**config.mk**
```make
export PLATFORM = sky130hd
export DESIGN_NAME = aldp_core
export DESIGN_NICKNAME = d
export VERILOG_FILES = /design/src/aldp_pkg.sv /design/src/aldp_dec_if.sv /design/src/aldp_decode.sv /design/src/aldp_core.sv
export SDC_FILE = /design/constraint.sdc
export NUM_CORES = 2
export LEC_CHECK = 0
export BUFFER_PORTS_ARGS = -buffer_cell sky130_fd_sc_hd__buf_2
export CORE_MARGIN = 8
export CORE_UTILIZATION = 35
export DETAILED_ROUTE_END_ITERATION = 6
export GPL_TIMING_DRIVEN = 0
export PLACE_DENSITY = 0.48
export SETUP_SLACK_MARGIN = 0.15
export SLEW_MARGIN = 20
export SYNTH_ARGS = -nofsm -noshare
export SYNTH_HDL_FRONTEND = slang
export SYNTH_HIERARCHICAL = 1
export SYNTH_SLANG_ARGS = --single-unit
```
**constraint.sdc**
```tcl
create_clock -name mclk -period 40.1 [get_ports mclk]
set_clock_uncertainty 0.2 [all_clocks]
set_input_delay 4.01 -clock mclk [delete_from_list [all_inputs] [get_ports mclk]]
set_output_delay 4.01 -clock mclk [all_outputs]
set_load 0.05 [all_outputs]
```
**src/aldp_pkg.sv**
```systemverilog
// Package for the add and logic datapath: field positions, widths, encodings.
// Assumes big-endian bit numbering of the instruction word (bit 0 is the MSB).
package aldp_pkg;

    // ------------------------------------------------------------------
    // Word and field geometry
    // ------------------------------------------------------------------
    localparam int DATA_W      = 32;
    localparam int REG_IDX_W   = 5;
    localparam int LIT_W       = 16;
    localparam int OPC_W       = 6;
    // Field boundaries counted from bit 0 at the MSB end.
    localparam int POS_DST     = 6;
    localparam int POS_SRC_A   = 11;
    localparam int POS_SRC_B   = 16;
    // Option bits counted from bit 0 at the MSB end.
    localparam int POS_HOLD    = 3;
    localparam int POS_CIN     = 4;

    // ------------------------------------------------------------------
    // Reset values
    // ------------------------------------------------------------------
    localparam logic [31:0] RST_WORD    = 32'h0000_0000;
    localparam logic        RST_CARRY   = 1'b0;
    localparam logic [15:0] RST_UPPER   = 16'h0000;

    // ------------------------------------------------------------------
    // Operation classes, taken from opcode bits 0..1 and 5 (bits 2..4 are
    // the format bit and the option bits).
    // ------------------------------------------------------------------
    localparam logic [1:0] OPC_CLASS_ADD   = 2'h0;
    localparam logic [1:0] OPC_CLASS_LOGIC = 2'h2;
    localparam logic [3:0] OPC_AND         = 4'h1;
    localparam logic [3:0] OPC_ANDN        = 4'h3;
    localparam logic [5:0] OPC_UPPER_LIT   = 6'h2C;

    typedef enum logic [2:0]
    {
        ALDP_OP_NONE  = 3'h0,
        ALDP_OP_ADD   = 3'h1,
        ALDP_OP_AND   = 3'h2,
        ALDP_OP_ANDN  = 3'h3,
        ALDP_OP_UPPER = 3'h4
    } aldp_op_t;

endpackage : aldp_pkg

```
**src/aldp_dec_if.sv**
```systemverilog
// Interface carrying decoded instruction fields between decoder and datapath.
// Assumes a single clock domain; no timing of its own.
`timescale 1ns/10ps
`default_nettype none
interface aldp_dec_if;
    import aldp_pkg::*;
    aldp_op_t     op;
    logic         lit_form;
    logic         hold;
    logic         cin_sel;
    logic [4:0]   dst;
    logic [4:0]   src_a;
    logic [4:0]   src_b;
    logic [15:0]  lit;
    modport dec (output op, lit_form, hold, cin_sel, dst, src_a, src_b, lit);
    modport dp  (input  op, lit_form, hold, cin_sel, dst, src_a, src_b, lit);
endinterface : aldp_dec_if
`default_nettype wire

```
**src/aldp_decode.sv**
```systemverilog
// Instruction decoder: splits a 32-bit word into fields and an operation.
// Assumes the word is valid in the cycle it is presented; purely combinational.
`timescale 1ns/10ps
`default_nettype none
module aldp_decode
    import aldp_pkg::*;
(
    input  wire logic [31:0] instr,
    aldp_dec_if.dec          d
);

    // Maps big-endian bit n to little-endian index.
    function automatic int be(input int n);
        return DATA_W - 1 - n;
    endfunction : be

    logic [5:0] opc;

    always_comb
    begin
        opc        = instr[be(0) -: OPC_W];
        d.dst      = instr[be(POS_DST)   -: REG_IDX_W];
        d.src_a    = instr[be(POS_SRC_A) -: REG_IDX_W];
        d.src_b    = instr[be(POS_SRC_B) -: REG_IDX_W];
        d.lit      = instr[LIT_W-1:0];
        d.lit_form = opc[3];
        d.hold     = instr[be(POS_HOLD)];
        d.cin_sel  = instr[be(POS_CIN)];
        if (opc == OPC_UPPER_LIT)
            d.op = ALDP_OP_UPPER;
        else if (opc[5:4] == OPC_CLASS_ADD && opc[0] == 1'b0)
            d.op = ALDP_OP_ADD;
        else if (opc[5:4] == OPC_CLASS_LOGIC && opc[2:0] == 3'h1)
            d.op = ALDP_OP_AND;
        else if (opc[5:4] == OPC_CLASS_LOGIC && opc[2:0] == 3'h3)
            d.op = ALDP_OP_ANDN;
        else
            d.op = ALDP_OP_NONE;
    end

endmodule : aldp_decode
`default_nettype wire

```
**src/aldp_core.sv**
```systemverilog
// Add and logic datapath: register file, carry flag, upper-literal prefix.
// Assumes one instruction per enabled clock on instr with instr_valid high.
`timescale 1ns/10ps
`default_nettype none

// Summary of operation
// - Register format: fields at bits 6,11,16
// - Literal format: sixteen-bit low literal field
// - Register add writes source sum
// - Hold bit keeps carry, else carry-out
// - Carry-in bit adds stored carry flag
// - Variants select hold and carry-in bits
// - Literal add uses sign-extended literal
// - Option bit differs from stored carry
// - Register AND writes bitwise AND
// - Literal AND uses sign-extended literal
// - AND-NOT complements second source
// - Literal AND-NOT complements extended literal
// - Prefix replaces upper literal half
module aldp_core
    import aldp_pkg::*;
#(
    parameter int NUM_REGS = 32
)
(
    input  wire logic        mclk,
    input  wire logic        reset,
    input  wire logic        clk_en,
    input  wire logic        instr_valid,
    input  wire logic [31:0] instr,
    input  wire logic [4:0]  rd_addr,
    output logic      [31:0] rd_data,
    output logic             carry_flag,
    output logic             wr_en,
    output logic      [4:0]  wr_addr,
    output logic      [31:0] wr_data
);

    // ------------------------------------------------------------------
    // Decode
    // ------------------------------------------------------------------
    aldp_dec_if dec_bus ();

    aldp_decode u_decode
    (
        .instr (instr),
        .d     (dec_bus)
    );

    // ------------------------------------------------------------------
    // State
    // ------------------------------------------------------------------
    logic [31:0] regs_ff [NUM_REGS];
    logic [31:0] nxt_regs [NUM_REGS];
    logic        carry_ff;
    logic        nxt_carry;
    logic        upper_vld_ff;
    logic        nxt_upper_vld;
    logic [15:0] upper_ff;
    logic [15:0] nxt_upper;
    logic        wr_en_ff;
    logic        nxt_wr_en;
    logic [4:0]  wr_addr_ff;
    logic [4:0]  nxt_wr_addr;
    logic [31:0] wr_data_ff;
    logic [31:0] nxt_wr_data;
    logic [31:0] rd_data_ff;
    logic [31:0] nxt_rd_data;

    // ------------------------------------------------------------------
    // Operand selection and execution
    // ------------------------------------------------------------------
    logic [31:0] first_src_reg;
    logic [31:0] second_src_reg;
    logic [31:0] literal;
    logic [31:0] operand_b;
    logic [32:0] sum;
    logic [31:0] result;
    logic        write_dst;
    logic        cin;

    always_comb
    begin
        first_src_reg  = regs_ff[dec_bus.src_a];
        second_src_reg = regs_ff[dec_bus.src_b];
        if (upper_vld_ff)
            literal = {upper_ff, dec_bus.lit};
        else
            literal = {{(DATA_W-LIT_W){dec_bus.lit[LIT_W-1]}}, dec_bus.lit};
        operand_b = dec_bus.lit_form ? literal : second_src_reg;
        cin       = dec_bus.cin_sel & carry_ff;
        sum       = {1'b0, first_src_reg} + {1'b0, operand_b} + {32'h0000_0000, cin};
        write_dst = 1'b1;
        case (dec_bus.op)
            ALDP_OP_ADD:  result = sum[31:0];
            ALDP_OP_AND:  result = first_src_reg & operand_b;
            ALDP_OP_ANDN: result = first_src_reg & ~operand_b;
            default:
            begin
                result    = RST_WORD;
                write_dst = 1'b0;
            end
        endcase
    end

    // ------------------------------------------------------------------
    // Register file
    // ------------------------------------------------------------------
    always_comb
    begin
        nxt_regs = regs_ff;
        if (instr_valid && write_dst)
            nxt_regs[dec_bus.dst] = result;
    end

    // Reset acts only on enabled edges, since clk_en freezes all state.
    always_ff @(posedge mclk)
    begin
        if (clk_en)
        begin
            if (reset)
            begin
                for (int i = 0; i < NUM_REGS; i++)
                    regs_ff[i] <= RST_WORD;
            end
            else
            begin
                regs_ff <= nxt_regs;
            end
        end
    end

    // ------------------------------------------------------------------
    // Carry flag
    // ------------------------------------------------------------------
    always_comb
    begin
        nxt_carry = carry_ff;
        if (instr_valid && dec_bus.op == ALDP_OP_ADD && !dec_bus.hold)
            nxt_carry = sum[DATA_W];
    end

    always_ff @(posedge mclk)
    begin
        if (clk_en)
        begin
            if (reset)
                carry_ff <= RST_CARRY;
            else
                carry_ff <= nxt_carry;
        end
    end

    // ------------------------------------------------------------------
    // Upper literal prefix
    // ------------------------------------------------------------------
    always_comb
    begin
        nxt_upper     = upper_ff;
        nxt_upper_vld = upper_vld_ff;
        if (instr_valid)
        begin
            // The prefix covers only the instruction right after it.
            nxt_upper_vld = (dec_bus.op == ALDP_OP_UPPER);
            if (dec_bus.op == ALDP_OP_UPPER)
                nxt_upper = dec_bus.lit;
        end
    end

    always_ff @(posedge mclk)
    begin
        if (clk_en)
        begin
            if (reset)
            begin
                upper_ff     <= RST_UPPER;
                upper_vld_ff <= 1'b0;
            end
            else
            begin
                upper_ff     <= nxt_upper;
                upper_vld_ff <= nxt_upper_vld;
            end
        end
    end

    // ------------------------------------------------------------------
    // Write and read ports
    // ------------------------------------------------------------------
    always_comb
    begin
        nxt_wr_en   = 1'b0;
        nxt_wr_addr = wr_addr_ff;
        nxt_wr_data = wr_data_ff;
        // The debug port shows the file as it stood before this edge.
        nxt_rd_data = regs_ff[rd_addr];
        if (instr_valid && write_dst)
        begin
            nxt_wr_en   = 1'b1;
            nxt_wr_addr = dec_bus.dst;
            nxt_wr_data = result;
        end
    end

    always_ff @(posedge mclk)
    begin
        if (clk_en)
        begin
            if (reset)
            begin
                wr_en_ff   <= 1'b0;
                wr_addr_ff <= 5'h00;
                wr_data_ff <= RST_WORD;
                rd_data_ff <= RST_WORD;
            end
            else
            begin
                wr_en_ff   <= nxt_wr_en;
                wr_addr_ff <= nxt_wr_addr;
                wr_data_ff <= nxt_wr_data;
                rd_data_ff <= nxt_rd_data;
            end
        end
    end

    assign rd_data    = rd_data_ff;
    assign carry_flag = carry_ff;
    assign wr_en      = wr_en_ff;
    assign wr_addr    = wr_addr_ff;
    assign wr_data    = wr_data_ff;

endmodule : aldp_core
`default_nettype wire

```
* Yosys cells after proc, flatten, opt, wreduce, memory -nomap -nowiden
Index checks and enable logic that the tools add are counted.
W data, S select, Z words.
** Word-level totals
- Register bits :: 1112
- Input port bits :: 41
- Output and inout bits :: 71
- Logic and storage cells :: 109
** Operators by class
- Add/subtract/negate cells :: 2
- $lt $le $gt $ge :: 5
- Equality and inequality tests :: 8
- Mux-type cells :: 28
- Bitwise operators :: 9
- Reduce and logical (&&, ||, !) cells :: 18
** Operator list (number)
- $bwmux W1024 :: 1
- $mux W1024 :: 1
- $bmux W32 S5 :: 3
- $mux W32 :: 10
- $demux W32 S5 :: 1
- $pmux W32 S3 :: 1
- $and A32 B32 Y32 :: 2
- $add A32 B32 Y33 :: 1
- $add A33 B1 Y33 :: 1
- $mux W16 :: 2
- $not A32 Y32 :: 1
- $ge A6 B6 Y1 const B :: 4
- $not A5 Y6 :: 4
- $eq A3 B2 Y1 const B :: 3
- $mux W3 :: 3
- $reduce_bool A2 Y1 :: 4
- $logic_and A1 B1 Y1 :: 7
- $eq A3 B1 Y1 const B :: 2
- $eq A6 B6 Y1 const B :: 1
- $lt A6 B1 Y1 const B :: 1
- $reduce_and A2 Y1 :: 3
- $mux W5 :: 1
- $mux W1 :: 4
- $eq A3 B3 Y1 const B :: 1
- 8 further kinds :: 8

* Longest topological paths before layout
- Depth in word-level cells :: 12
- Gate-level depth with buffers :: 26
- Depth with buffers taken out :: 15

* By module
Netlist, hierarchy kept.
** Modules (own cells, without submodules)
- aldp_core :: instances 1, cells each 6248, area an instance 74174.9 µm², seq. area each 33392.0 µm²
- aldp_decode :: instances 1, cells each 41, area an instance 305.3 µm², seq. area each 0.0 µm²

* Worst setup path before layout
No wires, ideal clock.
- Path type :: input port to flip-flop
- From :: input port instr[31]
- To :: register regs_ff[0] (netlist name), enable pin
- Data arrival time :: 29.713 ns
- Data required time :: 38.324 ns
- Setup slack :: 8.611 ns
- Cell stages on the path :: 8
- Buffers on the path :: 3
- Cells stage by stage :: or2_1 a21oi_1 buf_1 clkbuf_1 buf_2 nor2_1 o21ai_0 and2_1
** On the way
- Cells in the longest elaborated chain, start to end :: 12
- Elaborated cells between the ends (all ways) :: 18
** Ends and longest elaborated chain
- from (decl) :: RTL line aldp_core.sv:30 : input wire logic [31:0] instr,
- $eq A2 B2 Y1 :: RTL line aldp_decode.sv:33, aldp_decode.sv:35
- $logic_and A1 B1 Y1 :: RTL line aldp_decode.sv:35 : else if (opc[5:4] == OPC_CLASS_LOGIC && opc[2:0] == 3'h3)
- $mux W2 :: RTL line aldp_decode.sv:35
- $mux W3 :: RTL line aldp_decode.sv:33 : else if (opc[5:4] == OPC_CLASS_LOGIC && opc[2:0] == 3'h1)
- $mux W3 :: RTL line aldp_decode.sv:31 : else if (opc[5:4] == OPC_CLASS_ADD && opc[0] == 1'b0)
- $mux W3 * :: RTL line aldp_decode.sv:29 : if (opc == OPC_UPPER_LIT)
- net dec_bus.op[0] :: RTL line aldp_dec_if.sv:7 : aldp_op_t op;
- $eq A3 B1 Y1 or $eq A3 B2 Y1 (tied branches) :: RTL line aldp_core.sv:94 : case (dec_bus.op)
- $reduce_or A3 Y1 (no source line) *
- $mux W1 * :: RTL line aldp_core.sv:94
- $logic_and A1 B1 Y1 * :: RTL line aldp_core.sv:112 : if (instr_valid && write_dst)
- $reduce_bool A2 Y1 (no source line) *
- $reduce_and A2 Y1 (no source line) *
- to (signal assigned) :: RTL line aldp_core.sv:128 : regs_ff <= nxt_regs;
- to (decl) :: RTL line aldp_core.sv:53 : logic [31:0] regs_ff [NUM_REGS];
Mark *: on every way through the listed nets, which the timed path passes. The rest lies on a longest branch.
A chain may end at the register's enable or synchronous reset.

* Final worst setup path
- From :: input port instr[20]
- To :: register regs_ff[636] (netlist name) (data pin)
** On the way
- Cells in the longest elaborated chain, start to end :: 9
- Elaborated cells between the ends (all ways) :: 11
** Ends and longest elaborated chain
- $not A5 Y6 (implied by the code) * :: RTL line aldp_core.sv:84 : first_src_reg = regs_ff[dec_bus.src_a];
- $bmux W32 S5 * :: RTL line aldp_core.sv:84
- $mux W32 (implied by the code) * (2 in a row) :: RTL line aldp_core.sv:84
- $add A32 B32 Y33 :: RTL line aldp_core.sv:92 : sum = {1'b0, first_src_reg} + {1'b0, operand_b} + {32'h0000_0000, cin};
- $add A33 B1 Y33 :: RTL line aldp_core.sv:92
- $pmux W32 S3 * :: RTL line aldp_core.sv:94
- $bwmux W1024 * :: RTL line aldp_core.sv:113 : nxt_regs[dec_bus.dst] = result;
- $mux W1024 * :: RTL line aldp_core.sv:112
Every way passes the cells marked *; elsewhere a longest branch is shown, timed or not. The select of a mux whose other input is x is not followed.

==> metrics.csv <==
metric;value;unit
Post-synth EDFFs;1112;
CP max stage cell;clkbuf_1;
Initial Util;35.2;%
failing checks;design-rule violations;
post_cts resized;0;
Vias/cell;7.37;
Worst Hold Path EP;regs_ff[14];
layout cells sized above 1;21.3;%
GR Overflow Total;0;
met3 usage in global routing;27.5;%
Design Power;0.00369;W
Setup WS post-layout;27.00;ns
setup bufs post-CTS;0;
drt pass-1 iters;7;
total CTS buffers;143;
Die Y;477;um
DP Wirelength;419000;um
leakage;28.3;nW
r2r startpoint;regs_ff[96];
cell family with most CP delay;compound AO/OA/AOI/OAI gates;
CTS sink cnt;1112;
Netlist cell types;88;
syn_area_per_cell;11.8;um^2
Post-CTS Hold Fix Bufs;0;
count of final hold-check violations;0;
CP max stage delay;0.82;ns
Max Fanout on Critical Path;10;
CTS root buf;clkbuf_16;
total die area;228000;um^2
Reg clk slew, reported paths;0.06;ns
ys async rst share;0;%
Buf/Inv on CP;6;
#FFs+latches synth;1112;
Mapped Area;74500;um^2
status;complete, but fails checks;
top-area cell type share of the netlist area;44.8;%
initial antenna violation count;64;
Final Max Tran Viols;0;
Tcrit/Tclk final;32.7;%
Clk Latency, worst-skew pair;0.86;ns
CP arrival;13.31;ns
first-pass GRT wire length;653000;um
I/O Buffers;80;
top cells by area, synth;edfxtp_1 45%, mux4_2 21%, o21ai_0 6.5%;
number of routed nets with antenna violations;0;
met2 Track Usage GR;54.5;%
Mapped Nets;6363;
worst-margin pin slew;1.39;ns
H-tree level count;4;
post-DR wirelength/cell;54.3;um
ys flop type;edfxtp_1;
crit-path cells;buf_4 -> buf_2 -> buf_2 -> clkbuf_1 -> clkbuf_1 -> nand2b_1 -> a211oi_1 -> a211oi_1 -> a22oi_1 -> o211ai_1 -> ha_1 -> nand2_1 -> o21ai_0 -> a311oi_1 -> o2111ai_1 -> nand3_1 -> xnor2_1 -> o221a_2 -> clkbuf_1 -> o21ai_0;
largest net degree at the start of global routing;56;
global-route usage over all layers;43.4;%
FF-to-FF End;regs_ff[636];
Setup-failing EPs final;0;
Most Used Layer, Global Route;met1;
CTS tree;built;
GR Layer Usage met1;59.4;%
Worst IR Drop VDD;0.0000494;V
DR vias;70400;
Fmax achieved;76.3;MHz
Hold Startpoint;regs_ff[14];
final core utilization;40.0;%
RSZ-0062 raised after global routing;false;
vias in the first global route;62000;
drt drc;11;
critical path type;in -> reg;
chip width;477;um
hold path cells;2;
worst hold path class;reg -> reg;
slew margin rel.;7.26;%
Worst R2R Path Depth;14;
Yosys warnings;6;
leading area contributor after synthesis;edfxtp_1;
Power Density;43.6;nW/um^2
worst hold slack;0.434;ns
Nets;6651;
register area share after synthesis;44.8;%
initial DRC count;14100;
Post-Syn Instances;6289;
WL final;519000;um
CP dominant cell by count;clkbuf_1;
CP required;40.31;ns
Area Overhead vs Synth;13.6;%
CTS max path bufs;3;
CP endpoint kind;flop;
R2R Setup Slk;32.06;ns
nature of the critical path startpoint;input port;
Tmin final;13.10;ns
max-cap violations;0;
I/O pins;112;
core area;212000;um^2
GP Congestion;1.11;
pre-CTS WS;26.88;ns
Std-Cell Rows;169;
==> worst max-delay path by stage <==
stage          cells past startpoint      endpoint  slack [ns]  startpoint
6_report                          20  regs_ff[636]       27.00   instr[20]
4_1_cts                           22  regs_ff[636]       27.76   instr[16]
5_1_grt                           24  regs_ff[923]       27.02   instr[16]
2_1_floorplan                      8    regs_ff[0]        8.61   instr[31]
3_5_place_dp                      22  regs_ff[636]       26.88   instr[16]
3_3_place_gp                       9   regs_ff[69]       -6.21   instr[31]
==> synth_stat cells (14+ instances only) <==
master	n
a221oi_1	46
mux2_2	18
nand2_1	261
nand2b_1	21
buf_4	70
buf_1	41
nand3_1	542
mux4_2	694
a31oi_1	22
edfxtp_1	1112
buf_2	87
nor3_1	59
inv_1	57
nor2b_1	44
ha_1	31
xor2_1	17
o32ai_1	14
nor4_1	15
o22ai_1	97
buf_6	50
a22oi_1	99
mux2i_1	332
xnor2_1	22
nor2_1	220
nand4_1	15
and3_1	20
a211oi_1	78
o21ai_0	961
a21oi_1	540
clkbuf_1	501
==> stage by stage <==
stage / TNS, ns / instance area (um^2) / cells
2_1_floorplan: 0 / 74500 / 6289
3_3_place_gp: -6230.84 / 78400 / 9190
3_5_place_dp: 0 / 80000 / 9251
4_1_cts: 0 / 84500 / 9510
5_1_grt: 0 / 84600 / 9527
6_report: 0 / 84600 / 9551
==> state kept, by name, indices dropped and copies added, names as in the netlist <==
| signal | count |
|---|---|
| carry_flag | 1 |
| rd_data | 32 |
| regs_ff | 1024 |
| upper_ff | 16 |
| upper_vld_ff | 1 |
| wr_addr | 5 |
| wr_data | 32 |
| wr_en | 1 |
==> logic make-up (layout without fill, tap and decap cells) <==
logic type,count (synthesis),after routing,synth area share (%)
and+or+nand+nor,1257,1257,8.08
muxes,1044,1044,25.7
xor gates and xnor gates,40,40,0.480
adders and majority gates,33,33,0.575
AOI/OAI and AO/OA,1993,1993,15.2
DFF,1112,1112,44.8
other,0,39,0
buffers and inverters,810,1212,5.14
==> routing by layer <==
metal	share of wire [%]	vias to the layer above	wire length [um]
li1	-	25900	-
met1	40	37100	206000
met2	37	6463	193000
met3	19	850	97300
met4	4.2	32	21700
met5	0.19	-	996
==> cells in the final DEF, fill, tap and decap left out, types with 17 or more instances in the layout <==
cell type / Yosys / final
edfxtp_1: 1112 / 1112
o21ai_0: 961 / 958
mux4_2: 694 / 694
nand3_1: 542 / 542
a21oi_1: 540 / 536
clkbuf_1: 501 / 468
mux2i_1: 332 / 332
nand2_1: 261 / 261
nor2_1: 220 / 211
buf_2: 87 / 192
clkbuf_16: 0 / 144
a22oi_1: 99 / 99
o22ai_1: 97 / 97
buf_4: 70 / 77
a211oi_1: 78 / 74
buf_6: 50 / 61
clkbuf_2: 0 / 58
inv_1: 57 / 57
nor3_1: 59 / 56
a221oi_1: 46 / 46
nor2b_1: 44 / 41
diode_2: 0 / 39
ha_1: 31 / 31
buf_16: 0 / 31
clkinv_2: 0 / 29
clkinv_1: 0 / 29
xnor2_1: 22 / 22
nand2b_1: 21 / 21
and3_1: 20 / 20
a31oi_1: 22 / 18
mux2_2: 18 / 18
xor2_1: 17 / 17
==> where the power goes <==
group	leakage [nW]	internal, W	switching, W
combinational	15.3	0.000265	0.000620
sequential	10.8	0.00136	0.000118
clock	2.20	0.000719	0.000603
total	28.3	0.00235	0.00134
==> layout make-up <==
cell class | count | area [um^2]
diodes | 39 | 97.6
plain buffers | 753 | 3710
clock buffers | 167 | 3690
clock inverters | 92 | 865
fillers | 20600 | 127000
inverters | 57 | 214
multi-input cells | 4367 | 37500
flip-flops and latches | 1112 | 33400
well taps | 2821 | 3530
repair buffers | 143 | 1680
==> worst register-to-register path: cells and delay by family, from the launching register on <==
family                   cells  cell delay [ns]
AO/OA/AOI/OAI                6             2.80
multiplexers                 2             1.49
adder cells (fa/ha/maj)      2             1.08
buffers and inverters        1             0.84
flip-flops                   1             0.51
AND/OR/NAND/NOR              2             0.46
XOR/XNOR                     1             0.25
Power figures use the tool's default switching activity.
